`config.mk`:
```
export PLATFORM = sky130hd
export DESIGN_NAME = fsp_sequencer
export DESIGN_NICKNAME = d
export VERILOG_FILES = /design/src/hw/fsp_pkg.sv /design/src/hw/fsp_sequencer.sv
export SDC_FILE = /design/constraint.sdc
export NUM_CORES = 2
export LEC_CHECK = 0
export BUFFER_PORTS_ARGS = -buffer_cell sky130_fd_sc_hd__buf_2
export CORE_MARGIN = 3
export CORE_UTILIZATION = 60
export CTS_BUF_LIST = sky130_fd_sc_hd__clkbuf_8
export CTS_CLUSTER_DIAMETER = 40
export DETAILED_ROUTE_END_ITERATION = 10
export PLACE_DENSITY = 0.84
export SLEW_MARGIN = 20
export SYNTH_ARGS = -nofsm -noshare
export SYNTH_HDL_FRONTEND = slang
export SYNTH_SLANG_ARGS = --single-unit
```
`constraint.sdc`:
```
create_clock -name pclk -period 4.4 [get_ports pclk]
set_clock_uncertainty 0.2 [all_clocks]
set_input_delay 0.88 -clock pclk [delete_from_list [all_inputs] [get_ports pclk]]
set_output_delay 0.88 -clock pclk [all_outputs]
set_load 0.01 [all_outputs]
```
`src/hw/fsp_pkg.sv`:
```
package fsp_pkg;

   // ****************************************************************
   // Register map (byte addresses)
   // ****************************************************************
   localparam logic [7:0] ADDR_CTRL = 8'h00;
   localparam logic [7:0] ADDR_LOCK = 8'h04;
   localparam logic [7:0] ADDR_STAT = 8'h08;

   // ****************************************************************
   // Control register fields
   // ****************************************************************
   localparam int BIT_EN = 0;
   localparam int BIT_PAGE_ERASE_SELECT = 1;
   localparam int BIT_PAGE_WRITE_SELECT = 2;
   localparam int BIT_LOCK = 3;
   localparam int BIT_REEN = 4;
   localparam int BIT_SIG = 5;
   localparam int BIT_BUSY = 6;
   localparam int BIT_IE = 7;
   localparam logic [7:0] CTRL_RST = 8'h00;

   // Low six bits of a control write that mean a command
   localparam logic [5:0] PAT_LOAD = 6'h01;
   localparam logic [5:0] PAT_ERASE = 6'h03;
   localparam logic [5:0] PAT_WRITE = 6'h05;
   localparam logic [5:0] PAT_LOCK = 6'h09;
   localparam logic [5:0] PAT_REEN = 6'h11;
   localparam logic [5:0] PAT_SIG = 6'h21;

   // ****************************************************************
   // Pointer layout, page of 64 words
   // ****************************************************************
   localparam int WORD_LSB = 1;
   localparam int WORD_W = 6;
   localparam int PAGE_LSB = 7;
   localparam int PAGE_W = 7;
   localparam int BUF_WORDS = 64;
   localparam logic [PAGE_W-1:0] FIXED_PAGE_START = 7'h60;
   localparam logic [15:0] ERASED_WORD = 16'hFFFF;

   // ****************************************************************
   // Read-back sources and pointer values
   // ****************************************************************
   localparam logic [15:0] Z_FUSE_LOW = 16'h0000;
   localparam logic [15:0] Z_LOCK = 16'h0001;
   localparam logic [15:0] Z_FUSE_EXT = 16'h0002;
   localparam logic [15:0] Z_FUSE_HIGH = 16'h0003;
   localparam logic [15:0] Z_SIG1 = 16'h0000;
   localparam logic [15:0] Z_CAL = 16'h0001;
   localparam logic [15:0] Z_SIG2 = 16'h0002;
   localparam logic [15:0] Z_SIG3 = 16'h0004;
   localparam logic [7:0] FUSE_LOW_VAL = 8'h5E;
   localparam logic [7:0] FUSE_HIGH_VAL = 8'hD9;
   localparam logic [2:0] FUSE_EXT_VAL = 3'h4;
   // Identity bytes: arbitrary values
   localparam logic [7:0] SIG1_VAL = 8'h11;
   localparam logic [7:0] SIG2_VAL = 8'h22;
   localparam logic [7:0] SIG3_VAL = 8'h33;
   localparam logic [7:0] CAL_VAL = 8'h80;
   localparam logic [7:0] RESERVED_VAL = 8'hFF;
   localparam logic [3:0] LOCK_RST = 4'hF;

   // ****************************************************************
   // Timing
   // ****************************************************************
   localparam int CLK_PERIOD_NS = 25;
   localparam int PROG_TIME_MIN_NS = 3700000;
   localparam int PROG_TIME_MAX_NS = 4500000;
   localparam int PROG_CYCLES = (PROG_TIME_MIN_NS + CLK_PERIOD_NS - 1) / CLK_PERIOD_NS;
   localparam int CNT_W = 18;
   localparam logic [2:0] ARM_SPM_CYC = 3'h4;
   localparam logic [2:0] ARM_LPM_CYC = 3'h3;

   typedef enum logic [1:0] {FSP_IDLE, FSP_ARMED, FSP_BUSY} fsp_state_e;
   typedef enum logic [2:0] {CMD_NONE, CMD_LOAD, CMD_ERASE, CMD_WRITE, CMD_LOCK, CMD_REEN, CMD_SIG} fsp_cmd_e;

endpackage : fsp_pkg

```
`src/hw/fsp_sequencer.sv`:
```
// Overview of operation
// Software erases a page before writing it; buffer fill before or after erase.
// Pattern X0000011 then store instruction within four cycles erases pointer's page.
// Rewritable-section operation leaves fixed section readable; fixed-section target stalls CPU.
// Pattern 00000001 plus store loads data pair at pointer's word index.
// Buffer clears after page write, on read re-enable write, and at reset.
// Software loads each buffer word at most once between clears.
// EEPROM write during page loading discards all loaded buffer words.
// Pattern X0000101 plus store writes buffer into pointer's page.
// With interrupt enabled, request stays high while command enable is zero.
// Erase or write blocks rewritable reads and holds busy flag meanwhile (here only for a rewritable-section target page).
// Software re-enables rewritable section afterwards and keeps vectors off it.
// Pattern X0001001 plus store programs boot lock bits from data bits 5..2.
// Each zero data bit in 5..2 programs its lock bit; pointer ignored.
// Software should use pointer 0x0001 and ones in data bits 7,6,1,0.
// Lock programming leaves all flash readable, no stall, no blocking.
// During EEPROM write all commands and lock/fuse reads are ignored.
// Lock set plus enable, pointer 0x0001, load within three cycles returns locks.
// Lock set and enable clear on read, three-cycle load or four-cycle store timeout.
// Pointer 0x0000 low fuse, 0x0003 high fuse, 0x0002 extended fuse bits 2..0.
// Programmed fuse or lock bits read zero, unprogrammed read one.
// Signature read returns bytes at 0x0000, 0x0002, 0x0004, calibration at 0x0001.
// Signature select and enable clear after read or three cycles idle.
// Control bits 7..0: irq enable, busy, signature, re-enable, lock, write, erase, enable.
// Command enable arms store for four cycles, stays set through erase/write.
// Re-enable write aborts loading; refused while erase or write busy.
// Erase, write and lock programming each take 3.7 ms to 4.5 ms.
// Stall output holds from acceptance to completion of fixed-section erase/write.
//
// The address map and the APB register port were chosen for this implementation.
`timescale 1ns/1ps
`default_nettype none

module fsp_sequencer #(
   parameter int unsigned PROG_CYCLES = fsp_pkg::PROG_CYCLES
) (
   input wire logic pclk,
   input wire logic presetn,
   input wire logic psel,
   input wire logic penable,
   input wire logic pwrite,
   input wire logic [7:0] paddr,
   input wire logic [31:0] pwdata,
   output logic [31:0] prdata,
   output logic pready,
   output logic pslverr,
   input wire logic store_prog_instr,
   input wire logic load_program_instr,
   input wire logic [15:0] zptr,
   input wire logic [7:0] data_low_reg,
   input wire logic [7:0] data_high_reg,
   input wire logic eeprom_write_busy,
   input wire logic [5:0] buf_rd_idx,
   output logic [15:0] buf_rd_data,
   output logic prog_erase,
   output logic prog_write,
   output logic prog_lock,
   output logic [6:0] prog_page,
   output logic lpm_data_valid,
   output logic [7:0] lpm_data,
   output logic cpu_stall,
   output logic rewritable_read_block,
   output logic prog_ready_irq,
   output logic [3:0] boot_lock_bits
);

   typedef struct packed {
      fsp_pkg::fsp_state_e st;
      fsp_pkg::fsp_cmd_e cmd;
      logic [7:0] ctrl;
      logic [2:0] arm_cnt;
      logic [fsp_pkg::CNT_W-1:0] busy_cnt;
      logic [6:0] page;
      logic to_fixed;
      logic [3:0] lock_pend;
      logic [3:0] lock_bits;
      logic [fsp_pkg::BUF_WORDS-1:0] buf_valid;
      logic [fsp_pkg::BUF_WORDS-1:0][15:0] mem;
      logic [31:0] prdata;
      logic pready;
      logic pslverr;
      logic [15:0] buf_rd_data;
      logic prog_erase;
      logic prog_write;
      logic prog_lock;
      logic lpm_valid;
      logic [7:0] lpm_data;
      logic stall;
      logic irq;
   } fsp_state_s;

   fsp_state_s q_r;
   fsp_state_s q_nxt;

   // ****************************************************************
   // Decoding helpers
   // ****************************************************************
   function automatic fsp_pkg::fsp_cmd_e cmd_of(input logic [5:0] low);
      unique case (low)
         fsp_pkg::PAT_LOAD: cmd_of = fsp_pkg::CMD_LOAD;
         fsp_pkg::PAT_ERASE: cmd_of = fsp_pkg::CMD_ERASE;
         fsp_pkg::PAT_WRITE: cmd_of = fsp_pkg::CMD_WRITE;
         fsp_pkg::PAT_LOCK: cmd_of = fsp_pkg::CMD_LOCK;
         fsp_pkg::PAT_REEN: cmd_of = fsp_pkg::CMD_REEN;
         fsp_pkg::PAT_SIG: cmd_of = fsp_pkg::CMD_SIG;
         default: cmd_of = fsp_pkg::CMD_NONE;
      endcase
   endfunction : cmd_of

   function automatic logic [7:0] fuse_lock_of(input logic [15:0] z, input logic [3:0] locks);
      // Programmed bits are zero, unprogrammed one
      if (z == fsp_pkg::Z_LOCK) begin
         fuse_lock_of = {2'h3, locks, 2'h3};
      end else if (z == fsp_pkg::Z_FUSE_LOW) begin
         fuse_lock_of = fsp_pkg::FUSE_LOW_VAL;
      end else if (z == fsp_pkg::Z_FUSE_HIGH) begin
         fuse_lock_of = fsp_pkg::FUSE_HIGH_VAL;
      end else if (z == fsp_pkg::Z_FUSE_EXT) begin
         fuse_lock_of = {5'h1F, fsp_pkg::FUSE_EXT_VAL};
      end else begin
         fuse_lock_of = fsp_pkg::RESERVED_VAL;
      end
   endfunction : fuse_lock_of

   function automatic logic [7:0] sig_of(input logic [15:0] z);
      if (z == fsp_pkg::Z_SIG1) begin
         sig_of = fsp_pkg::SIG1_VAL;
      end else if (z == fsp_pkg::Z_SIG2) begin
         sig_of = fsp_pkg::SIG2_VAL;
      end else if (z == fsp_pkg::Z_SIG3) begin
         sig_of = fsp_pkg::SIG3_VAL;
      end else if (z == fsp_pkg::Z_CAL) begin
         sig_of = fsp_pkg::CAL_VAL;
      end else begin
         sig_of = fsp_pkg::RESERVED_VAL;
      end
   endfunction : sig_of

   // ****************************************************************
   // Next state
   // ****************************************************************
   logic setup_ph;
   logic ctrl_wr;
   logic spm_ok;
   logic lpm_ok;
   logic [5:0] widx;
   logic [6:0] pidx;
   fsp_pkg::fsp_cmd_e wr_cmd;

   always_comb begin
      q_nxt = q_r;
      setup_ph = psel && !penable;
      ctrl_wr = psel && penable && pwrite && (paddr == fsp_pkg::ADDR_CTRL);
      widx = zptr[fsp_pkg::WORD_LSB +: fsp_pkg::WORD_W];
      pidx = zptr[fsp_pkg::PAGE_LSB +: fsp_pkg::PAGE_W];
      wr_cmd = cmd_of(pwdata[5:0]);
      // eeprom blocks commands
      spm_ok = store_prog_instr && !eeprom_write_busy && (q_r.st == fsp_pkg::FSP_ARMED);
      lpm_ok = load_program_instr && !eeprom_write_busy && (q_r.st == fsp_pkg::FSP_ARMED)
         && (q_r.arm_cnt > (fsp_pkg::ARM_SPM_CYC - fsp_pkg::ARM_LPM_CYC));
      q_nxt.lpm_valid = 1'b0;
      q_nxt.pready = 1'b1;

      // APB answer prepared in setup phase, shown in access phase
      if (setup_ph) begin
         q_nxt.pslverr = 1'b0;
         unique case (paddr)
            fsp_pkg::ADDR_CTRL: q_nxt.prdata = {24'h0, q_r.ctrl};
            fsp_pkg::ADDR_LOCK: q_nxt.prdata = {24'h0, fuse_lock_of(fsp_pkg::Z_LOCK, q_r.lock_bits)};
            fsp_pkg::ADDR_STAT: q_nxt.prdata = {27'h0, q_r.to_fixed, |q_r.buf_valid, 1'b0, q_r.st};
            default: begin
               q_nxt.prdata = 32'h0;
               q_nxt.pslverr = 1'b1;
            end
         endcase
      end

      unique case (q_r.st)
         fsp_pkg::FSP_IDLE: begin
         end
         fsp_pkg::FSP_ARMED: begin
            // four-cycle store window
            if (q_r.arm_cnt == 3'h1) begin
               q_nxt.st = fsp_pkg::FSP_IDLE;
               q_nxt.cmd = fsp_pkg::CMD_NONE;
               q_nxt.ctrl[5:0] = 6'h0;
            end else begin
               q_nxt.arm_cnt = q_r.arm_cnt - 3'h1;
            end
            // signature window is three cycles
            if (q_r.cmd == fsp_pkg::CMD_SIG
                  && q_r.arm_cnt == (fsp_pkg::ARM_SPM_CYC - fsp_pkg::ARM_LPM_CYC + 3'h1)) begin
               q_nxt.st = fsp_pkg::FSP_IDLE;
               q_nxt.cmd = fsp_pkg::CMD_NONE;
               q_nxt.ctrl[5:0] = 6'h0;
            end
            if (spm_ok) begin
               q_nxt.ctrl[5:0] = 6'h0;
               q_nxt.st = fsp_pkg::FSP_IDLE;
               q_nxt.cmd = fsp_pkg::CMD_NONE;
               unique case (q_r.cmd)
                  fsp_pkg::CMD_LOAD: begin
                     // word store into buffer
                     if (!q_r.buf_valid[widx]) begin
                        q_nxt.mem[widx] = {data_high_reg, data_low_reg};
                        q_nxt.buf_valid[widx] = 1'b1;
                     end
                     q_nxt.ctrl[fsp_pkg::BIT_BUSY] = 1'b0;
                  end
                  fsp_pkg::CMD_ERASE, fsp_pkg::CMD_WRITE: begin
                     // start timed page operation
                     q_nxt.st = fsp_pkg::FSP_BUSY;
                     q_nxt.cmd = q_r.cmd;
                     q_nxt.ctrl[5:0] = q_r.ctrl[5:0];
                     q_nxt.busy_cnt = fsp_pkg::CNT_W'(PROG_CYCLES - 1);
                     q_nxt.page = pidx;
                     q_nxt.to_fixed = (pidx >= fsp_pkg::FIXED_PAGE_START);
                     q_nxt.prog_erase = (q_r.cmd == fsp_pkg::CMD_ERASE);
                     q_nxt.prog_write = (q_r.cmd == fsp_pkg::CMD_WRITE);
                     // stall only for fixed-section target
                     q_nxt.stall = (pidx >= fsp_pkg::FIXED_PAGE_START);
                     // block rewritable reads
                     q_nxt.ctrl[fsp_pkg::BIT_BUSY] = (pidx < fsp_pkg::FIXED_PAGE_START);
                  end
                  fsp_pkg::CMD_LOCK: begin
                     // lock programming, no stall or block
                     q_nxt.st = fsp_pkg::FSP_BUSY;
                     q_nxt.cmd = q_r.cmd;
                     q_nxt.ctrl[5:0] = q_r.ctrl[5:0];
                     q_nxt.busy_cnt = fsp_pkg::CNT_W'(PROG_CYCLES - 1);
                     q_nxt.lock_pend = data_low_reg[5:2];
                     q_nxt.prog_lock = 1'b1;
                  end
                  fsp_pkg::CMD_REEN: begin
                     q_nxt.ctrl[fsp_pkg::BIT_BUSY] = 1'b0;
                  end
                  default: begin
                     // Store during signature read has no effect
                     q_nxt.st = q_nxt.st;
                  end
               endcase
               if (q_r.cmd == fsp_pkg::CMD_SIG
                     && q_r.arm_cnt > (fsp_pkg::ARM_SPM_CYC - fsp_pkg::ARM_LPM_CYC + 3'h1)) begin
                  q_nxt.st = q_r.st;
                  q_nxt.cmd = q_r.cmd;
                  q_nxt.ctrl[5:0] = q_r.ctrl[5:0];
                  q_nxt.arm_cnt = q_r.arm_cnt - 3'h1;
               end
            end else if (lpm_ok && (q_r.cmd == fsp_pkg::CMD_LOCK || q_r.cmd == fsp_pkg::CMD_SIG)) begin
               // timed read-back
               q_nxt.lpm_valid = 1'b1;
               q_nxt.lpm_data = (q_r.cmd == fsp_pkg::CMD_LOCK) ? fuse_lock_of(zptr, q_r.lock_bits) : sig_of(zptr);
               // clear after read
               q_nxt.st = fsp_pkg::FSP_IDLE;
               q_nxt.cmd = fsp_pkg::CMD_NONE;
               q_nxt.ctrl[5:0] = 6'h0;
            end
         end
         fsp_pkg::FSP_BUSY: begin
            // operation time
            if (q_r.busy_cnt == '0) begin
               // enable drops only at completion
               q_nxt.st = fsp_pkg::FSP_IDLE;
               q_nxt.cmd = fsp_pkg::CMD_NONE;
               q_nxt.ctrl[5:0] = 6'h0;
               q_nxt.prog_erase = 1'b0;
               q_nxt.prog_write = 1'b0;
               q_nxt.prog_lock = 1'b0;
               q_nxt.stall = 1'b0;
               // buffer clears after page write
               if (q_r.cmd == fsp_pkg::CMD_WRITE) begin
                  q_nxt.buf_valid = '0;
               end
               // zero data bit programs lock bit
               if (q_r.cmd == fsp_pkg::CMD_LOCK) begin
                  q_nxt.lock_bits = q_r.lock_bits & q_r.lock_pend;
               end
            end else begin
               q_nxt.busy_cnt = q_r.busy_cnt - fsp_pkg::CNT_W'(1);
            end
         end
         default: begin
            q_nxt.st = fsp_pkg::FSP_IDLE;
         end
      endcase

      // control write; R25 refused while busy, enable only
      if (ctrl_wr) begin
         q_nxt.ctrl[fsp_pkg::BIT_IE] = pwdata[fsp_pkg::BIT_IE];
         if (q_r.st != fsp_pkg::FSP_BUSY && !eeprom_write_busy && wr_cmd != fsp_pkg::CMD_NONE) begin
            q_nxt.ctrl[5:0] = pwdata[5:0];
            q_nxt.cmd = wr_cmd;
            q_nxt.st = fsp_pkg::FSP_ARMED;
            // arm for four cycles
            q_nxt.arm_cnt = fsp_pkg::ARM_SPM_CYC;
            // re-enable write clears buffer
            if (wr_cmd == fsp_pkg::CMD_REEN) begin
               q_nxt.buf_valid = '0;
            end
         end
      end

      // EEPROM write discards loaded words
      if (eeprom_write_busy && |q_r.buf_valid) begin
         q_nxt.buf_valid = '0;
      end

      q_nxt.buf_rd_data = q_r.buf_valid[buf_rd_idx] ? q_r.mem[buf_rd_idx] : fsp_pkg::ERASED_WORD;
      // level interrupt while enable is low
      q_nxt.irq = q_nxt.ctrl[fsp_pkg::BIT_IE] && !q_nxt.ctrl[fsp_pkg::BIT_EN];
   end

   // ****************************************************************
   // State register
   // ****************************************************************
   always_ff @(posedge pclk or negedge presetn) begin
      if (!presetn) begin
         q_r.st <= fsp_pkg::FSP_IDLE;
         q_r.cmd <= fsp_pkg::CMD_NONE;
         q_r.ctrl <= fsp_pkg::CTRL_RST;
         q_r.arm_cnt <= 3'h0;
         q_r.busy_cnt <= '0;
         q_r.page <= 7'h00;
         q_r.to_fixed <= 1'b0;
         q_r.lock_pend <= fsp_pkg::LOCK_RST;
         q_r.lock_bits <= fsp_pkg::LOCK_RST;
         // reset clears buffer
         q_r.buf_valid <= '0;
         q_r.mem <= '1;
         q_r.prdata <= 32'h0;
         q_r.pready <= 1'b0;
         q_r.pslverr <= 1'b0;
         q_r.buf_rd_data <= fsp_pkg::ERASED_WORD;
         q_r.prog_erase <= 1'b0;
         q_r.prog_write <= 1'b0;
         q_r.prog_lock <= 1'b0;
         q_r.lpm_valid <= 1'b0;
         q_r.lpm_data <= 8'h00;
         q_r.stall <= 1'b0;
         q_r.irq <= 1'b0;
      end else begin
         q_r <= q_nxt;
      end
   end

   assign prdata = q_r.prdata;
   assign pready = q_r.pready;
   assign pslverr = q_r.pslverr;
   assign buf_rd_data = q_r.buf_rd_data;
   assign prog_erase = q_r.prog_erase;
   assign prog_write = q_r.prog_write;
   assign prog_lock = q_r.prog_lock;
   assign prog_page = q_r.page;
   assign lpm_data_valid = q_r.lpm_valid;
   assign lpm_data = q_r.lpm_data;
   assign cpu_stall = q_r.stall;
   assign rewritable_read_block = q_r.ctrl[fsp_pkg::BIT_BUSY];
   assign prog_ready_irq = q_r.irq;
   assign boot_lock_bits = q_r.lock_bits;

endmodule : fsp_sequencer

`default_nettype wire

```
### Word-level counts from Yosys, hierarchy flattened

Index checks and enable logic that the tools add are counted.

* add/sub/neg operators: 2
* multipliers: 0
* div/mod/pow operators: 0
* $lt $le $gt $ge: 7
* equal/unequal tests: 30
* shifts and indexed selects: 0
* mux-type cells: 78
* bitwise logic cells: 4
* reductions and logical operators: 42

Operator list (number)
* $mux 1088: 3
* $bwmux 1024: 1
* $mux 64: 6
* $pmux 64 s2: 1
* $bmux 16 s6: 1
* $demux 16 s6: 1
* $or 64x64->64: 1
* $reduce_or 64->1: 1
* $mux 8: 7
* $mux 9: 6
* $mux 16: 3
* $mux 6: 8
* $mux 18: 2
* $pmux 18 s2: 1
* $mux 5: 7
* $mux 33: 1
* $eq 16x2->1 const B: 2
* $pmux 8 s3: 1
* $logic_not 18->1: 1
* $mux 3: 6
* $pmux 3 s6: 1
* $sub 18x1->18 const B: 1
* $logic_and 1x1->1: 17
* $eq 16x1->1 const B: 1
* 46 further kinds: 83

* flip-flop bits (word level): 1202
* bits in latches: 0
* RAM bits: 0
* bits in read-only memories: 0
* input port bits: 86
* word-level logic and storage cells: 249
* memories: 0

### Longest topological paths before layout

* depth after elaboration: 13
* depth in mapped cells: 13

### Least setup slack after synthesis

Ideal clock, no wire load.

* kind: input to register
* from: input port zptr[1]
* to: register (tool-made name)
* data arrival time: 3.786 ns
* required time: 4.115 ns
* path slack: 0.329 ns
* cell stages on the path: 12
* path buffers: 5
* cells stage by stage: buf_4 > mux2i_1 > a22oi_1 > and4_1 > or4_1 > buf_2 > or4_1 > buf_2 > buf_6 > nor3_4 > buf_6 > mux2_1

RTL lines
* start, declared: RTL line fsp_sequencer.sv:49 `input wire logic [15:0] zptr,`

==> impl_metrics.toml <==
[placed_design]
dp_slack_ns = 0.05026
dp_hpwl_um = 87540
placed_cell_area_um2 = 59210
port_buffers = 112
place_congestion = 0.9349

[timing]
fin_crit_sh_pct = 90.08
tightest_slew_ns = 1.117
worst_slack_ns = 0.4365
drv_slew = 0
hold_ws_ns = 0.06875
finalHoldViolCount = 0
rsz0062_at_grt = "false"
finalSetupViolations = 0
fin_crit_ns = 3.963
max_freq_ghz = 0.2523
tns_ns = 0
slew_headroom_pct = 25.52

[clock_network]
worstSkewPairLatency_ns = 0.88
cts_max_level = 4
cts_setup_buffers = 0
cts_buffer_depth = 3
cts_buffers = 191
clock_tree.root_cell = "clkbuf_8"
cts_tree = "yes"
clkTransAtPathRegs_ns = 0.06
cts_num_sinks = 1178

[global_routing]
grt_max_degree = 110
grt_use_total_pct = 29.71
met2_usage_pct = 46.19
antenna_found_initial = 2
met3_usage_pct = 6.366
grt_pass1_vias = 35950
grt_pass1_wl_um = 219900
use_met1_pct = 41.16
top_usage_layer = "met2"
grt.overflow.total = 0

[logic_synthesis]
synthArstFlopShare_pct = 100.0
syn_area_per_cell_um2 = 15.45
ys.flop_type = "dfstp_2"
yosysSeqAreaShare_pct = 54.61
syn-instance-count = 3649
syn_area_um2 = 56380
synth_edf_count = 0
ys_ff_latch = 1178
synth_cell_types = 68
yosysWarnings = 0

[pwr]
p_clk_share_pct = 45.0
seqPwrFrac_pct = 50.3
p_comb_share_pct = 4.7
power.density_nw_per_um2 = 342.9
p_leak_nw = 26.52
p_sw_mw = 5.202
sw_frac_of_total_pct = 23.95
ir_worst_vdd_v = 0.0002136
internal-power_mw = 16.52
finalPower_mw = 21.72

[die]
core_area_um2 = 92360
std_cell_rows = 111
fp.dieH_um = 312.5
initial_core_util_pct = 61.05
dieArea_um2 = 97680
die-width_um = 312.5
num_io_pins = 162

[hold_path]
hold_depth = 2
hold_path.class = "input port to flip-flop"
holdCritStartpoint = "zptr[12]"
min_to = "prog_page[5]"

[setup_path]
r2r-end = "q_r[1137]"
cp-start-kind = "flip-flop"
endpoint_kind = "flip-flop"
rrSetupSlack_ns = 0.44
cp_max_fo = 32
cp.required_ns = 4.93
crit_type = "flip-flop to flip-flop"
r2r_start = "q_r[1105]"
reg2reg_depth = 7
arrival_ns = 4.49

[route]
first_pass_iters = 5
wirelength_um = 143700
avgRoutedWirePerCell_um = 27.62
post-route-drc-count = 0
route.vias.total = 34060
drt_iter0_markers = 3430
viasPerCell = 6.548
postRouteAntennaNets = 0

[job]
drv_cap = 0

[outcome]
status = "finished clean"

[cells_and_area]
layout_commonest_cell = "dfstp_2"
final_cell_area_um2 = 63340
area_delta_synth_final_pct = 12.34
final_cell_mix = "1048 x dfstp_2, 961 x mux2_2, 341 x mux4_2, 245 x clkbuf_8, 145 x buf_4"
drive_gt1_share_pct = 75.94
fin_nets = 3895
-- cells in the mapped netlist (all sizes together), types with 11 or more instances --
| cell | instances | area (um^2) |
|---|---|---|
| a21oi | 36 | 180.2 |
| a22oi | 34 | 255.2 |
| a32o | 13 | 130.1 |
| buf | 162 | 999.7 |
| clkbuf | 227 | 852.1 |
| dfrtp | 130 | 3253 |
| dfstp | 1048 | 27540 |
| inv | 20 | 75.07 |
| mux2 | 1042 | 11730 |
| mux2i | 21 | 210.2 |
| mux4 | 341 | 7680 |
| nand2 | 116 | 435.4 |
| nand2b | 13 | 81.33 |
| nand3 | 48 | 240.2 |
| nand4 | 21 | 131.4 |
| nor2 | 69 | 259.0 |
| nor2b | 11 | 68.82 |
| nor3 | 40 | 379.1 |
| nor4 | 33 | 237.7 |
| o21a | 16 | 120.1 |
| o21ai | 57 | 285.3 |
| o31ai | 15 | 112.6 |
| o41ai | 12 | 105.1 |
-- worst max-delay path: stages, from the launching register on --
cell     delay (ns)
dfrtp_1        0.43
nor4_1         0.57
nand4_1        0.29
nor4_1         0.67
buf_4          0.23
o21ai_0        0.22
or2_2          0.66
o41ai_1        0.50
-- metrics by stage --
step / utilization, % / std cells
3_3_place_gp: 64.11 / 4842
2_1_floorplan: - / 3672
6_report: 68.58 / 5202
5_1_grt: 68.58 / 5202
3_5_place_dp: 64.11 / 4842
4_1_cts: 68.56 / 5200
-- how the worst max path moves through the flow --
stage / from / end / slack [ns] / cells after the start
final: q_r[1105] / q_r[1137] / 0.44 / 7
after floorplan: zptr[1] / flip-flop / 0.33 / 12
after detailed placement: zptr[1] / flip-flop / 0.05 / 10
after global routing: q_r[1105] / q_r[1136] / 0.43 / 7
after CTS: q_r[1105] / q_r[1137] / 0.69 / 7
after global placement: zptr[1] / flip-flop / 0.06 / 13
-- cells by family (layout without fill, tap and decap cells) --
kind of cell,Yosys count,in the layout,share of synthesized area [%]
simple gates,405,405,3.966
fa+ha+maj,10,10,0.2175
buf+inv,409,694,3.418
xor+xnor,15,15,0.2330
other cells,2,27,0.01332
flops,1178,1178,54.61
mux,1404,1404,34.81
compound gates,226,226,2.738
-- power by group through the flow --
stage	Sequential, mW	Combinational (mW)	Clock [mW]
final	10.9	1.02	9.78
after global routing	10.9	1.10	10.4
after floorplan	11.1	0.505	0
after CTS	10.9	1.03	9.92
after global placement	11.1	1.01	0
after detailed placement	11.1	1.02	0
-- timing repair --
| item | CTS | global route |
|---|---|---|
| hold endpoints to repair | 23 | 0 |
| hold buffers | 8 | 0 |
| gates resized for setup | 0 | 0 |
| setup endpoints to repair | 0 | 0 |
-- routing by layer --
metal | up-vias | wire length [um]
met5 | - | 20
met4 | 2 | 5892
met3 | 385 | 11590
met2 | 1566 | 67600
met1 | 18170 | 58560
li1 | 13940 | -
-- layout make-up --
| cell class | instances | area [um^2] |
|---|---|---|
| flip-flops and latches | 1178 | 30790 |
| inverters | 20 | 75.07 |
| clock buffers | 245 | 3372 |
| diodes | 2 | 5.005 |
| fillers | 5816 | 29020 |
| repair buffers | 324 | 3022 |
| clock inverters | 105 | 661.9 |
| well taps | 1243 | 1555 |
| multi-input cells | 2085 | 23860 |
Power figures use the tool's default switching activity.
